[src/rtl/iofr_defines.svh]
// Purpose: constants of the io function router
// Assumes: word-aligned byte offsets on the plain register port
// Notes: definitions only
`ifndef IOFR_DEFINES_SVH
`define IOFR_DEFINES_SVH

// ---------------------------------------------------------------
// register offsets
// ---------------------------------------------------------------
`define IOFR_OFS_IN_MAP_A 8'h00
`define IOFR_OFS_IN_MAP_B 8'h04
`define IOFR_OFS_VIN_MAP_A 8'h08
`define IOFR_OFS_VIN_MAP_B 8'h0c
`define IOFR_OFS_OUT_MAP 8'h10
`define IOFR_OFS_VIN_BITS 8'h14
`define IOFR_OFS_POLARITY 8'h18
`define IOFR_OFS_REMOTE 8'h1c
`define IOFR_OFS_APPLY 8'h20
`define IOFR_OFS_FUNC_STAT 8'h24
`define IOFR_OFS_PIN_STAT 8'h28

// ---------------------------------------------------------------
// field positions and codes
// ---------------------------------------------------------------
`define IOFR_APPLY_BIT 0
`define IOFR_OUT_POL_LSB 8
`define IOFR_NUM_IN_FUNCS 26
`define IOFR_NUM_OUT_FUNCS 13
`define IOFR_FIRST_RESERVED 8'h1a
`define IOFR_REMOTE_CODE0 4'ha

// ---------------------------------------------------------------
// reset values
// ---------------------------------------------------------------
`define IOFR_RST_IN_MAP_A 32'h03020100
`define IOFR_RST_IN_MAP_B 32'h07060504
`define IOFR_RST_VIN_MAP 32'hffffffff
`define IOFR_RST_OUT_MAP 24'hf2f1f0
`define IOFR_RST_ZERO 32'h00000000

`endif

[src/rtl/iofr_pkg.sv]
// Purpose: types of the io function router
// Assumes: input codes one byte, output codes one nibble
// Notes: unused slot codes simply match no function
package iofr_pkg;

    typedef logic [7:0] iofr_code_t;
    typedef logic [3:0] iofr_ocode_t;

    // active routing set, applied as one unit
    typedef struct packed {
        logic [2:0] out_pol;
        logic [7:0] in_pol;
        iofr_ocode_t [5:0] out_map;
        iofr_code_t [15:0] in_map;
    } iofr_cfg_t;

endpackage

[src/rtl/iofr_router.sv]
// Purpose: routes connector pins and virtual bits to drive functions
// Assumes: register port strobes one cycle, read data next cycle
// Notes: map writes stay pending until the apply bit is written
//
// Operation
// - eight connector pins, mapped by two maps
// - eight virtual bits, mapped by two maps
// - written code attaches function to input
// - each input circuit carries one code, so drives one function
// - duplicated function: highest priority source wins
// - pins first in order, then virtual bits
// - codes 00-05 basic servo inputs
// - codes 06-0f limits, jog, homing, clamp
// - codes 10-14 torque contacts, limits, negate
// - codes 15-19 point index; 1a-1c inert
// - three output groups from one map
// - output group ORs all allocated functions
// - output codes 0-4 status and brake
// - codes 5-9 status, a-c remote outputs
// - per-pin polarity inverts logical sense
//
// Design decisions made here: the register addresses and strobed register access.
`timescale 1ns/1ps
`include "iofr_defines.svh"
module iofr_router #(
    parameter int NPIN = 8,
    parameter int NVIN = 8,
    parameter int NGRP = 3
) (
    // clock and reset
    input wire logic i_clk,
    input wire logic i_rstn,
    // register port
    input wire logic [7:0] i_addr,
    input wire logic [31:0] i_wdata,
    input wire logic i_wr,
    input wire logic i_rd,
    output logic [31:0] o_rdata,
    // connector inputs
    input wire logic [NPIN-1:0] i_pins,
    // internal status for codes 0 to 9
    input wire logic [9:0] i_out_funcs,
    // routed input functions, index is the code
    output logic [`IOFR_NUM_IN_FUNCS-1:0] o_funcs,
    // connector output groups
    output logic [NGRP-1:0] o_out_pins
);

    localparam int NSRC = NPIN + NVIN;

    // ---------------------------------------------------------------
    // pending configuration
    // ---------------------------------------------------------------
    logic [31:0] in_map_a_ff;
    logic [31:0] in_map_b_ff;
    logic [31:0] vin_map_a_ff;
    logic [31:0] vin_map_b_ff;
    logic [23:0] out_map_ff;
    logic [NVIN-1:0] vin_bits_ff;
    logic [10:0] pol_ff;
    logic [2:0] remote_ff;
    logic [`IOFR_NUM_IN_FUNCS-1:0] funcs_ff;
    logic [NGRP-1:0] out_pins_ff;

    logic wr_in_a;
    logic wr_in_b;
    logic wr_vin_a;
    logic wr_vin_b;
    logic wr_out;
    logic apply;

    assign wr_in_a = i_wr && (i_addr == `IOFR_OFS_IN_MAP_A);
    assign wr_in_b = i_wr && (i_addr == `IOFR_OFS_IN_MAP_B);
    assign wr_vin_a = i_wr && (i_addr == `IOFR_OFS_VIN_MAP_A);
    assign wr_vin_b = i_wr && (i_addr == `IOFR_OFS_VIN_MAP_B);
    assign wr_out = i_wr && (i_addr == `IOFR_OFS_OUT_MAP);
    assign apply = i_wr && (i_addr == `IOFR_OFS_APPLY) &&
                   i_wdata[`IOFR_APPLY_BIT];

    always_ff @(posedge i_clk) begin
        if (!i_rstn) begin
            in_map_a_ff <= `IOFR_RST_IN_MAP_A;
            in_map_b_ff <= `IOFR_RST_IN_MAP_B;
        end else begin
            if (wr_in_a) begin
                in_map_a_ff <= i_wdata;
            end
            if (wr_in_b) begin
                in_map_b_ff <= i_wdata;
            end
        end
    end

    always_ff @(posedge i_clk) begin
        if (!i_rstn) begin
            vin_map_a_ff <= `IOFR_RST_VIN_MAP;
            vin_map_b_ff <= `IOFR_RST_VIN_MAP;
        end else begin
            if (wr_vin_a) begin
                vin_map_a_ff <= i_wdata;
            end
            if (wr_vin_b) begin
                vin_map_b_ff <= i_wdata;
            end
        end
    end

    always_ff @(posedge i_clk) begin
        if (!i_rstn) begin
            out_map_ff <= `IOFR_RST_OUT_MAP;
        end else if (wr_out) begin
            out_map_ff <= i_wdata[23:0];
        end
    end

    // ---------------------------------------------------------------
    // live settings: virtual bits, remote outputs; polarity pending until apply
    // ---------------------------------------------------------------
    always_ff @(posedge i_clk) begin
        if (!i_rstn) begin
            vin_bits_ff <= '0;
        end else if (i_wr && (i_addr == `IOFR_OFS_VIN_BITS)) begin
            vin_bits_ff <= i_wdata[NVIN-1:0];
        end
    end

    always_ff @(posedge i_clk) begin
        if (!i_rstn) begin
            pol_ff <= '0;
        end else if (i_wr && (i_addr == `IOFR_OFS_POLARITY)) begin
            pol_ff <= i_wdata[10:0];
        end
    end

    always_ff @(posedge i_clk) begin
        if (!i_rstn) begin
            remote_ff <= '0;
        end else if (i_wr && (i_addr == `IOFR_OFS_REMOTE)) begin
            remote_ff <= i_wdata[2:0];
        end
    end

    // ---------------------------------------------------------------
    // active configuration, loaded only by apply
    // ---------------------------------------------------------------
    iofr_pkg::iofr_cfg_t act_ff;
    iofr_pkg::iofr_cfg_t nxt_act;

    always_comb begin
        nxt_act.in_map = {vin_map_b_ff, vin_map_a_ff,
                          in_map_b_ff, in_map_a_ff};
        nxt_act.out_map = out_map_ff;
        nxt_act.in_pol = pol_ff[7:0];
        nxt_act.out_pol = pol_ff[10:8];
    end

    always_ff @(posedge i_clk) begin
        if (!i_rstn) begin
            act_ff.in_map <= {`IOFR_RST_VIN_MAP, `IOFR_RST_VIN_MAP,
                              `IOFR_RST_IN_MAP_B, `IOFR_RST_IN_MAP_A};
            act_ff.out_map <= `IOFR_RST_OUT_MAP;
            act_ff.in_pol <= '0;
            act_ff.out_pol <= '0;
        end else if (apply) begin
            act_ff <= nxt_act;
        end
    end

    apply_hold_a: assert property (
        @(posedge i_clk) disable iff (!i_rstn)
        (wr_in_a && !apply) |=> (act_ff.in_map == $past(act_ff.in_map)))
        else $error("map changed without apply");

    apply_copy_a: assert property (
        @(posedge i_clk) disable iff (!i_rstn)
        apply |=> (act_ff.out_map == $past(out_map_ff)) &&
                  (act_ff.in_pol == $past(pol_ff[7:0])))
        else $error("apply did not load pending maps");

    // ---------------------------------------------------------------
    // input sampling and routing
    // ---------------------------------------------------------------
    logic [NPIN-1:0] pins_ff;
    logic [NSRC-1:0] src_lvl;
    logic [`IOFR_NUM_IN_FUNCS-1:0] nxt_funcs;

    always_ff @(posedge i_clk) begin
        if (!i_rstn) begin
            pins_ff <= '0;
        end else begin
            pins_ff <= i_pins;
        end
    end

    // pins take polarity, virtual bits are logical already
    assign src_lvl = {vin_bits_ff, pins_ff ^ act_ff.in_pol};

    // codes 00-19 name functions in table order, 1a up match none
    iofr_src_select #(
        .NSRC(NSRC),
        .NFUNC(`IOFR_NUM_IN_FUNCS)
    ) u_sel (
        .i_clk(i_clk),
        .i_rstn(i_rstn),
        .i_codes(act_ff.in_map),
        .i_lvl(src_lvl),
        .o_func(nxt_funcs)
    );

    always_ff @(posedge i_clk) begin
        if (!i_rstn) begin
            funcs_ff <= '0;
        end else begin
            funcs_ff <= nxt_funcs;
        end
    end

    assign o_funcs = funcs_ff;

    // helper: servo-on code present on any source
    logic son_used;
    always_comb begin
        son_used = 1'b0;
        for (int s = 0; s < NSRC; s++) begin
            if (act_ff.in_map[s] == 8'h00) begin
                son_used = 1'b1;
            end
        end
    end

    unalloc_low_a: assert property (
        @(posedge i_clk) disable iff (!i_rstn)
        (!son_used && $stable(act_ff)) |=> !funcs_ff[0])
        else $error("unallocated function asserted");

    pin_sample_a: assert property (
        @(posedge i_clk) disable iff (!i_rstn)
        ##1 pins_ff == $past(i_pins))
        else $error("pin not sampled on clock");

    reserved_inert_a: assert property (
        @(posedge i_clk) disable iff (!i_rstn)
        (act_ff.in_map[0] >= `IOFR_FIRST_RESERVED &&
         act_ff.in_map[NSRC-1:1] == {(NSRC-1){8'hff}})
        |-> nxt_funcs == '0)
        else $error("reserved code drove a function");

    pin0_pol_a: assert property (
        @(posedge i_clk) disable iff (!i_rstn)
        (act_ff.in_map[0] == 8'h04) |->
        (nxt_funcs[4] == (pins_ff[0] ^ act_ff.in_pol[0])))
        else $error("pin polarity not applied");

    // ---------------------------------------------------------------
    // output groups
    // ---------------------------------------------------------------
    logic [`IOFR_NUM_OUT_FUNCS-1:0] out_src;
    logic [NGRP-1:0] nxt_out;

    // codes 0-9 internal status, a-c remote bits
    assign out_src = {remote_ff, i_out_funcs};

    genvar gg;
    generate
        for (gg = 0; gg < NGRP; gg++) begin : g_grp
            logic [3:0] c0;
            logic [3:0] c1;
            logic hit0;
            logic hit1;
            assign c0 = act_ff.out_map[2*gg];
            assign c1 = act_ff.out_map[2*gg+1];
            always_comb begin
                hit0 = 1'b0;
                hit1 = 1'b0;
                if (c0 < 4'(`IOFR_NUM_OUT_FUNCS)) begin
                    hit0 = out_src[c0];
                end
                if (c1 < 4'(`IOFR_NUM_OUT_FUNCS)) begin
                    hit1 = out_src[c1];
                end
            end
            // both slots may feed one circuit
            assign nxt_out[gg] = (hit0 | hit1) ^ act_ff.out_pol[gg];
        end
    endgenerate

    always_ff @(posedge i_clk) begin
        if (!i_rstn) begin
            out_pins_ff <= '0;
        end else begin
            out_pins_ff <= nxt_out;
        end
    end

    assign o_out_pins = out_pins_ff;

    out_or_a: assert property (
        @(posedge i_clk) disable iff (!i_rstn)
        (act_ff.out_map[0] < 4'ha && act_ff.out_map[1] < 4'ha &&
         !act_ff.out_pol[0] &&
         (i_out_funcs[act_ff.out_map[0]] ||
          i_out_funcs[act_ff.out_map[1]]))
        |=> o_out_pins[0])
        else $error("output group missed an allocated function");

    out_none_a: assert property (
        @(posedge i_clk) disable iff (!i_rstn)
        (act_ff.out_map[3:2] == 8'hff && !act_ff.out_pol[1])
        |=> !o_out_pins[1])
        else $error("unallocated output group driven");

    remote_a: assert property (
        @(posedge i_clk) disable iff (!i_rstn)
        (act_ff.out_map[5:4] == {4'hf, `IOFR_REMOTE_CODE0} &&
         !act_ff.out_pol[2] && $stable(act_ff))
        |=> o_out_pins[2] == $past(remote_ff[0]))
        else $error("remote output not routed");

    // ---------------------------------------------------------------
    // read port
    // ---------------------------------------------------------------
    logic [31:0] nxt_rdata;
    logic [31:0] rdata_ff;

    always_comb begin
        nxt_rdata = '0;
        case (i_addr)
            `IOFR_OFS_IN_MAP_A: nxt_rdata = in_map_a_ff;
            `IOFR_OFS_IN_MAP_B: nxt_rdata = in_map_b_ff;
            `IOFR_OFS_VIN_MAP_A: nxt_rdata = vin_map_a_ff;
            `IOFR_OFS_VIN_MAP_B: nxt_rdata = vin_map_b_ff;
            `IOFR_OFS_OUT_MAP: nxt_rdata = {8'h00, out_map_ff};
            `IOFR_OFS_VIN_BITS: nxt_rdata = {24'h000000, vin_bits_ff};
            `IOFR_OFS_POLARITY: nxt_rdata = {21'h000000, pol_ff};
            `IOFR_OFS_REMOTE: nxt_rdata = {29'h00000000, remote_ff};
            `IOFR_OFS_FUNC_STAT: nxt_rdata = {6'h00, funcs_ff};
            `IOFR_OFS_PIN_STAT: nxt_rdata = {21'h000000,
                                             out_pins_ff, pins_ff};
            default: nxt_rdata = '0;
        endcase
    end

    always_ff @(posedge i_clk) begin
        if (!i_rstn) begin
            rdata_ff <= `IOFR_RST_ZERO;
        end else if (i_rd) begin
            rdata_ff <= nxt_rdata;
        end else begin
            rdata_ff <= `IOFR_RST_ZERO;
        end
    end

    assign o_rdata = rdata_ff;

    unmapped_zero_a: assert property (
        @(posedge i_clk) disable iff (!i_rstn)
        (i_rd && i_addr > `IOFR_OFS_PIN_STAT) |=> o_rdata == '0)
        else $error("unmapped read not zero");

endmodule // iofr_router

[src/rtl/iofr_src_select.sv]
// Purpose: picks one source per input function
// Assumes: source 0 ranks highest, last source lowest
// Notes: purely combinational
`timescale 1ns/1ps
module iofr_src_select #(
    parameter int NSRC = 16,
    parameter int NFUNC = 26
) (
    // clock and reset for checks
    input wire logic i_clk,
    input wire logic i_rstn,
    // sources
    input wire iofr_pkg::iofr_code_t [NSRC-1:0] i_codes,
    input wire logic [NSRC-1:0] i_lvl,
    // functions
    output logic [NFUNC-1:0] o_func
);

    // ---------------------------------------------------------------
    // per-function priority pick
    // ---------------------------------------------------------------
    genvar gf;
    generate
        for (gf = 0; gf < NFUNC; gf++) begin : g_func
            always_comb begin
                o_func[gf] = 1'b0;
                // scan low rank first so the top rank writes last
                for (int s = NSRC - 1; s >= 0; s--) begin
                    if (i_codes[s] == 8'(gf)) begin
                        o_func[gf] = i_lvl[s];
                    end
                end
            end

            top_rank_a: assert property (
                @(posedge i_clk) disable iff (!i_rstn)
                (i_codes[0] == 8'(gf)) |-> (o_func[gf] == i_lvl[0]))
                else $error("top source does not own its function");

            // any higher-ranked source claiming this code
            logic rival;
            always_comb begin
                rival = 1'b0;
                for (int s = 0; s < NSRC - 1; s++) begin
                    if (i_codes[s] == 8'(gf)) begin
                        rival = 1'b1;
                    end
                end
            end

            low_rank_a: assert property (
                @(posedge i_clk) disable iff (!i_rstn)
                (i_codes[NSRC-1] == 8'(gf) && !rival) |->
                (o_func[gf] == i_lvl[NSRC-1]))
                else $error("last source lost with no rival");
        end
    endgenerate

endmodule // iofr_src_select

[config.mk]
export PLATFORM = sky130hd
export DESIGN_NAME = iofr_router
export DESIGN_NICKNAME = d
export VERILOG_FILES = /design/src/rtl/iofr_pkg.sv /design/src/rtl/iofr_router.sv /design/src/rtl/iofr_src_select.sv
export VERILOG_INCLUDE_DIRS = /design/src /design/src/rtl
export SDC_FILE = /design/constraint.sdc
export NUM_CORES = 1
export LEC_CHECK = 0
export ABC_AREA = 0
export BUFFER_PORTS_ARGS = -buffer_cell sky130_fd_sc_hd__buf_2
export CAP_MARGIN = 20
export CORE_MARGIN = 3
export CORE_UTILIZATION = 28
export CTS_CLUSTER_SIZE = 28
export DETAILED_ROUTE_END_ITERATION = 7
export SLEW_MARGIN = 20
export SYNTH_ARGS = -nofsm -noshare
export SYNTH_HDL_FRONTEND = slang
export SYNTH_HIERARCHICAL = 1
export SYNTH_SLANG_ARGS = --single-unit
[constraint.sdc]
create_clock -name i_clk -period 2.2 [get_ports i_clk]
set_input_delay 0.44 -clock i_clk [delete_from_list [all_inputs] [get_ports i_clk]]
set_output_delay 0.44 -clock i_clk [all_outputs]
set_load 0.02 [all_outputs]
Word-level counts from Yosys, hierarchy flattened
Cells that the tools add are included.
Operators by class
  mux-type cells: 435
  bitwise operators: 7
  eq/ne operators: 410
  $lt $le $gt $ge: 12
  reductions and logical operators: 28
Operators with widths (count)
  equality test 8 x 5 -> 1 bit (second input constant): 164
  equality test 8 x 4 -> 1 bit (second input constant): 130
  equality test 8 x 3 -> 1 bit (second input constant): 65
  two-way mux 1 bit: 428
  one-hot mux 32 bit (10 select lines): 1
  equality test 8 x 2 -> 1 bit (second input constant): 32
  zero test 8 bit: 17
  equality test 8 x 1 -> 1 bit (second input constant): 16
  less-than comparator 4 x 5 -> 1 bit (second input constant): 6
  binary-select mux 1 bit (select 4 bit): 6
  equality test 8 x 6 -> 1 bit (second input constant): 3
  less-than comparator 4 bit (second input constant): 6
  logical AND 1 bit: 10
  bitwise XOR 8 bit: 1
  OR 1 bit: 3
  bitwise XOR 1 bit: 3
  AND reduction 2 bit: 1
Storage, ports and cells
  output and inout port bits: 61
  word-level logic and storage cells: 928
  bits of input ports: 62
  flip-flop bits (word level): 406

Logic depth before layout (Yosys ltp)
  depth in word-level cells: 17
  mapped depth: 10
  depth with buffers taken out: 9

Hierarchy
The synthesis kept the hierarchy.
By module, submodules not included
  iofr_router: area an instance 16305.6 um^2, seq. area each 8127.8 um^2, cells each 1951, times used 1
  iofr_src_select: area an instance 8144.1 um^2, seq. area each 0.0 um^2, cells each 1389, times used 1

Least setup slack after synthesis
OpenSTA, ideal clock, no wires.
  kind: register to register
  from: register act_ff[93] in the netlist's numbering
  to: register funcs_ff[19] (netlist: o_funcs[19])
  slack: -0.179 ns
  library setup time: 0.115 ns
  clock period less this slack: 2.379 ns
  cell stages (with the launch flop): 9
  buffers on the path: 0
  arrival: 2.264 ns
  required time: 2.085 ns
  cell sequence: dfxtp_1 or4b_4 or3_1 a32o_1 nor4_2 o31ai_1 a211oi_1 o22ai_1 and2_1
On the way
  word-level cells in the longest chain between the ends: 13
RTL lines
  start: declaration: RTL line iofr_router.sv:146  | iofr_pkg::iofr_cfg_t act_ff;
  start signal: assignment: RTL line iofr_router.sv:165  | act_ff <= nxt_act;
  equality test 8 x 5 -> 1 bit: RTL line iofr_src_select.sv:29  | if (i_codes[s] == 8'(gf)) begin
  two-way mux 1 bit (12 in series): RTL line iofr_src_select.sv:29
  net nxt_funcs[19]: RTL line iofr_router.sv:185  | logic [`IOFR_NUM_IN_FUNCS-1:0] nxt_funcs;
  end signal: assignment: RTL line iofr_router.sv:214  | funcs_ff <= nxt_funcs;
  end: declaration: RTL line iofr_router.sv:62  | logic [`IOFR_NUM_IN_FUNCS-1:0] funcs_ff;
The timed path passes the listed nets, and every way through them passes these cells.
A chain may end at the register's enable or synchronous reset.

Worst setup path in the final report
Same ends and word-level chain as after synthesis.

==> impl_results.md <==
- Pre-CTS WS: -0.715 ns
- Switch share: 0.246
- Synth unique cells: 91
- TritonCTS Buffers: 44
- Avg Inst Size Synth: 7.32 um2
- CTS root buf: clkbuf_16
- Crit Path Max Fanout: 3
- Yosys warnings: 6
- Gate power share: 0.053
- Compound-Gate Fraction of Synth Area: 0.218
- HPWL after DPL: around 110 mm
- Router iterations before antenna repair: 7
- CTS tree: built
- EDFF count, synth: 0
- Placeable core area: 85,800 um2
- Inst Count DP: ~5.3k
- Sink Count: 406
- Multi-input logic area: roughly 17,000 um2
- Clock share of power: 0.501
- CTS max path bufs: 3
- Clock H-tree levels: 2
- #FFs+latches synth: just over 400
- WHS: 0.0388 ns
- NetSw: 4.10 mW
- Initial Util: 0.285
- Clock Latency Late Sink: approximately 0.62 ns
- Hold Buf Count CTS: 0
- RSZ-0062 raised after global routing: true
- Vias/cell: 5.64
- Layout cells sized above 1: 0.339
- # IOs: 123
- Crit-path cells: buf_6 > or4b_4 > or3_4 > a32o_1 > nor4_2 > o31ai_2 > a211oi_2 > o22ai_2 > and2_1
- # nets final: 4,239
- CP arrival: 3.16 ns
- Critical path's top delay family: simple AND/OR/NAND/NOR gates
- Vias in the first global route: 28.6k
- Die Ht: about 300 um
- Hold path depth: 2
- Post-synthesis cell count: ~3.3k
- Final setup margin: -0.445 ns
- Die Wd: between 300 and 400 um
- Setup TNS: -5.94 ns
- Peak supply drop: approximately 0.5 mV
- Seq/Total Area, Yosys: 0.332
- GRT Overall Usage: 0.284
- Max incr delay on CP: 0.52 ns
- Crit end category: flip-flop
- Simple-gate area share of the yosys netlist: 0.356
- P_leak: 14.8 nW
- Master of the slowest instance on the critical path: or4b_4
- FFs w/ async S/R, synth: 0
- Adder-cell share of the synthesized area: 0
- Period utilization: 1.20
- Mapped cell area: 24,400 um2
- Largest net degree at the start of global routing: 56
- Post-route ant nets: 0
- GR Overflow Total: 0
- Crit path depth: 9
- Area growth, synth to finish: 47.1%
- IO buf count: 122
- Critical Path Source Type: flip-flop
- Failing checks: setup timing
- Power share of the sequential group: 0.446
- P per Cell Area: 462 nW/um2
- DRC viols: 0
- Hold Vio Cnt, Final: 0
- Initial antenna violation count: 6
- XOR/XNOR Fraction of Synth Area: 0.00287
- Multiplexer share of the synthesized area: 0.0493
- Post-Route WL: 134 mm
- Mapped Nets: 3,402
- First-pass GRT wire length: 192 mm
- Clock-pin slew on the worst setup and hold paths: around 0.080 ns
- Site row count: 107
- P_int: 12.5 mW
- Crit Path Category: reg -> reg
- HP Class: in -> reg
- RD Place Congestion: 1.03
- Run status: finished with violations
- Final setup fails: 26
- FMAX: 378 MHz
- Die ar.: 90,900 um2
- Slew headroom: 0.577
- Ys flop type: dfxtp_1
- Min Tclk post-route: ~2.6 ns
- Reg area: slightly above 8000 um2
- Worst EP required: 2.72 ns
- Max Cap Viol: 0
- Worst-case reg-to-reg path depth: 9
- Least-Margin Pin Slew: 0.628 ns
- Final cell count without fillers: about 5.4k
- WP buf/inv: 1
- 1st-iter DRT viols: 3,565
- Routed vias: 30.2k
- Largest family of logic cells by synthesized area: simple AND/OR/NAND/NOR gates
- Fillers: 8,733
- DR WL/cell: 25.0 um
- Max-slew violations: 0
- Worst clock skew: 0.0383 ns
-- path summary, 6_finish.rpt --
kind	startpoint	to	slack, ns
setup / recovery	act_ff[93]	o_funcs[19]	-0.44
hold / removal	i_pins[4]	pins_ff[4]	0.04
setup reg to reg	act_ff[93]	o_funcs[19]	-0.44
hold reg to reg	act_ff[160]	o_out_pins[0]	0.46
-- layer usage --
| layer | wire length [um] | GRT usage | up-vias |
|---|---|---|---|
| li1 | - | - | 13800 |
| met1 | 56700 | 0.384 | 14500 |
| met2 | 58200 | 0.442 | 1611 |
| met3 | 12500 | 0.0524 | 305 |
| met4 | 6700 | 0.119 | 0 |
| met5 | 0 | 0 | - |
-- metrics by stage --
stage                     power, mW   util  area, um2
after detailed placement       8.43  0.380      32600
after floorplan                7.94      -      24500
after CTS                      16.6  0.411      35200
after global routing           17.0  0.419      36000
final                          16.6  0.419      36000
after global placement         8.43  0.380      32600
-- Yosys cell counts (11+ instances only) --
library cell	number	area (um2)
or4_1	17	128
or3_1	20	125
a221oi_1	18	158
a22oi_1	73	548
dfxtp_1	406	8130
o221ai_1	17	149
nor2b_1	75	469
mux2_2	23	259
o21ai_0	66	330
a31oi_1	34	213
o2111ai_1	11	96.3
a32oi_1	18	158
o211ai_1	26	195
clkbuf_1	164	616
a21oi_1	90	450
nand4_1	32	200
nor2_1	196	736
o22ai_1	70	438
a21boi_0	134	1010
nor4_1	26	163
nor3_1	105	526
nand2b_1	63	394
o31ai_1	11	82.6
buf_2	44	220
a22o_1	13	114
or2_2	19	119
a21boi_1	13	97.6
nand3_1	287	1440
o32ai_1	19	166
nand2_1	855	3210
o32a_1	19	190
inv_1	13	48.8
mux2i_1	81	811
a211oi_1	19	143
nor4b_1	19	166
and3_1	26	163
and2_1	48	300
-- cells in the final DEF (no fill, tap or decap), drive strengths merged, types with 19 or more instances in the layout --
cell       n
nor3     107
inv       20
nor2b     75
nand2b    63
a21boi   147
or2       21
o32ai     19
and2      49
nor2     197
buf     1013
a22oi     73
or3       20
nor4      33
nand3    287
nor4b     23
dfxtp    406
clkbuf    59
a21oi     90
a31oi     34
o211ai    26
mux2i     81
o32a      19
mux2      23
o22ai     70
o21ai     66
nand4     32
nand2    856
a211oi    19
and3      26
-- layout make-up --
class,instances,share of cell area
Inverter,13,0.00136
Antenna cell,1,0.0000696
Sequential cell,406,0.227
Timing Repair Buffer,1013,0.221
Tap cell,1144,0.0398
Multi-Input combinational cell,2699,0.466
Clock buffer,59,0.0338
Clock inverter,22,0.0102
-- registers in the layout, summed over array words and instances (netlist names) --
name / count
vin_bits_ff: 8
vin_map_b_ff: 32
o_rdata: 32
g_grp.c0: 12
o_funcs: 26
pins_ff: 8
g_grp.c1: 12
pol_ff: 11
o_out_pins: 3
in_map_b_ff: 32
out_map_ff: 24
in_map_a_ff: 32
vin_map_a_ff: 32
act_ff: 139
remote_ff: 3
-- logic make-up after synthesis --
| kind of cell | after synthesis |
|---|---|
| compound gates | 738 |
| simple gates | 1843 |
| xor+xnor | 8 |
| mux | 110 |
| flops | 406 |
| buf+inv | 235 |
-- power by group through the flow --
stage / clock [mW] / sequential [mW] / combinational (mW)
2_1_floorplan: 0 / 7.56 / 0.376
3_3_place_gp: 0 / 7.58 / 0.857
3_5_place_dp: 0 / 7.58 / 0.858
4_1_cts: 8.37 / 7.41 / 0.863
5_1_grt: 8.66 / 7.41 / 0.924
6_report: 8.32 / 7.41 / 0.885
-- what timing repair did --
action,CTS,global route
setup endpoints to repair,26,26
hold endpoints to repair,0,0
setup buffers,19,12
pin swaps,101,87
cloned,1,0
resized for setup,227,160
Power figures use the tool's default switching activity.
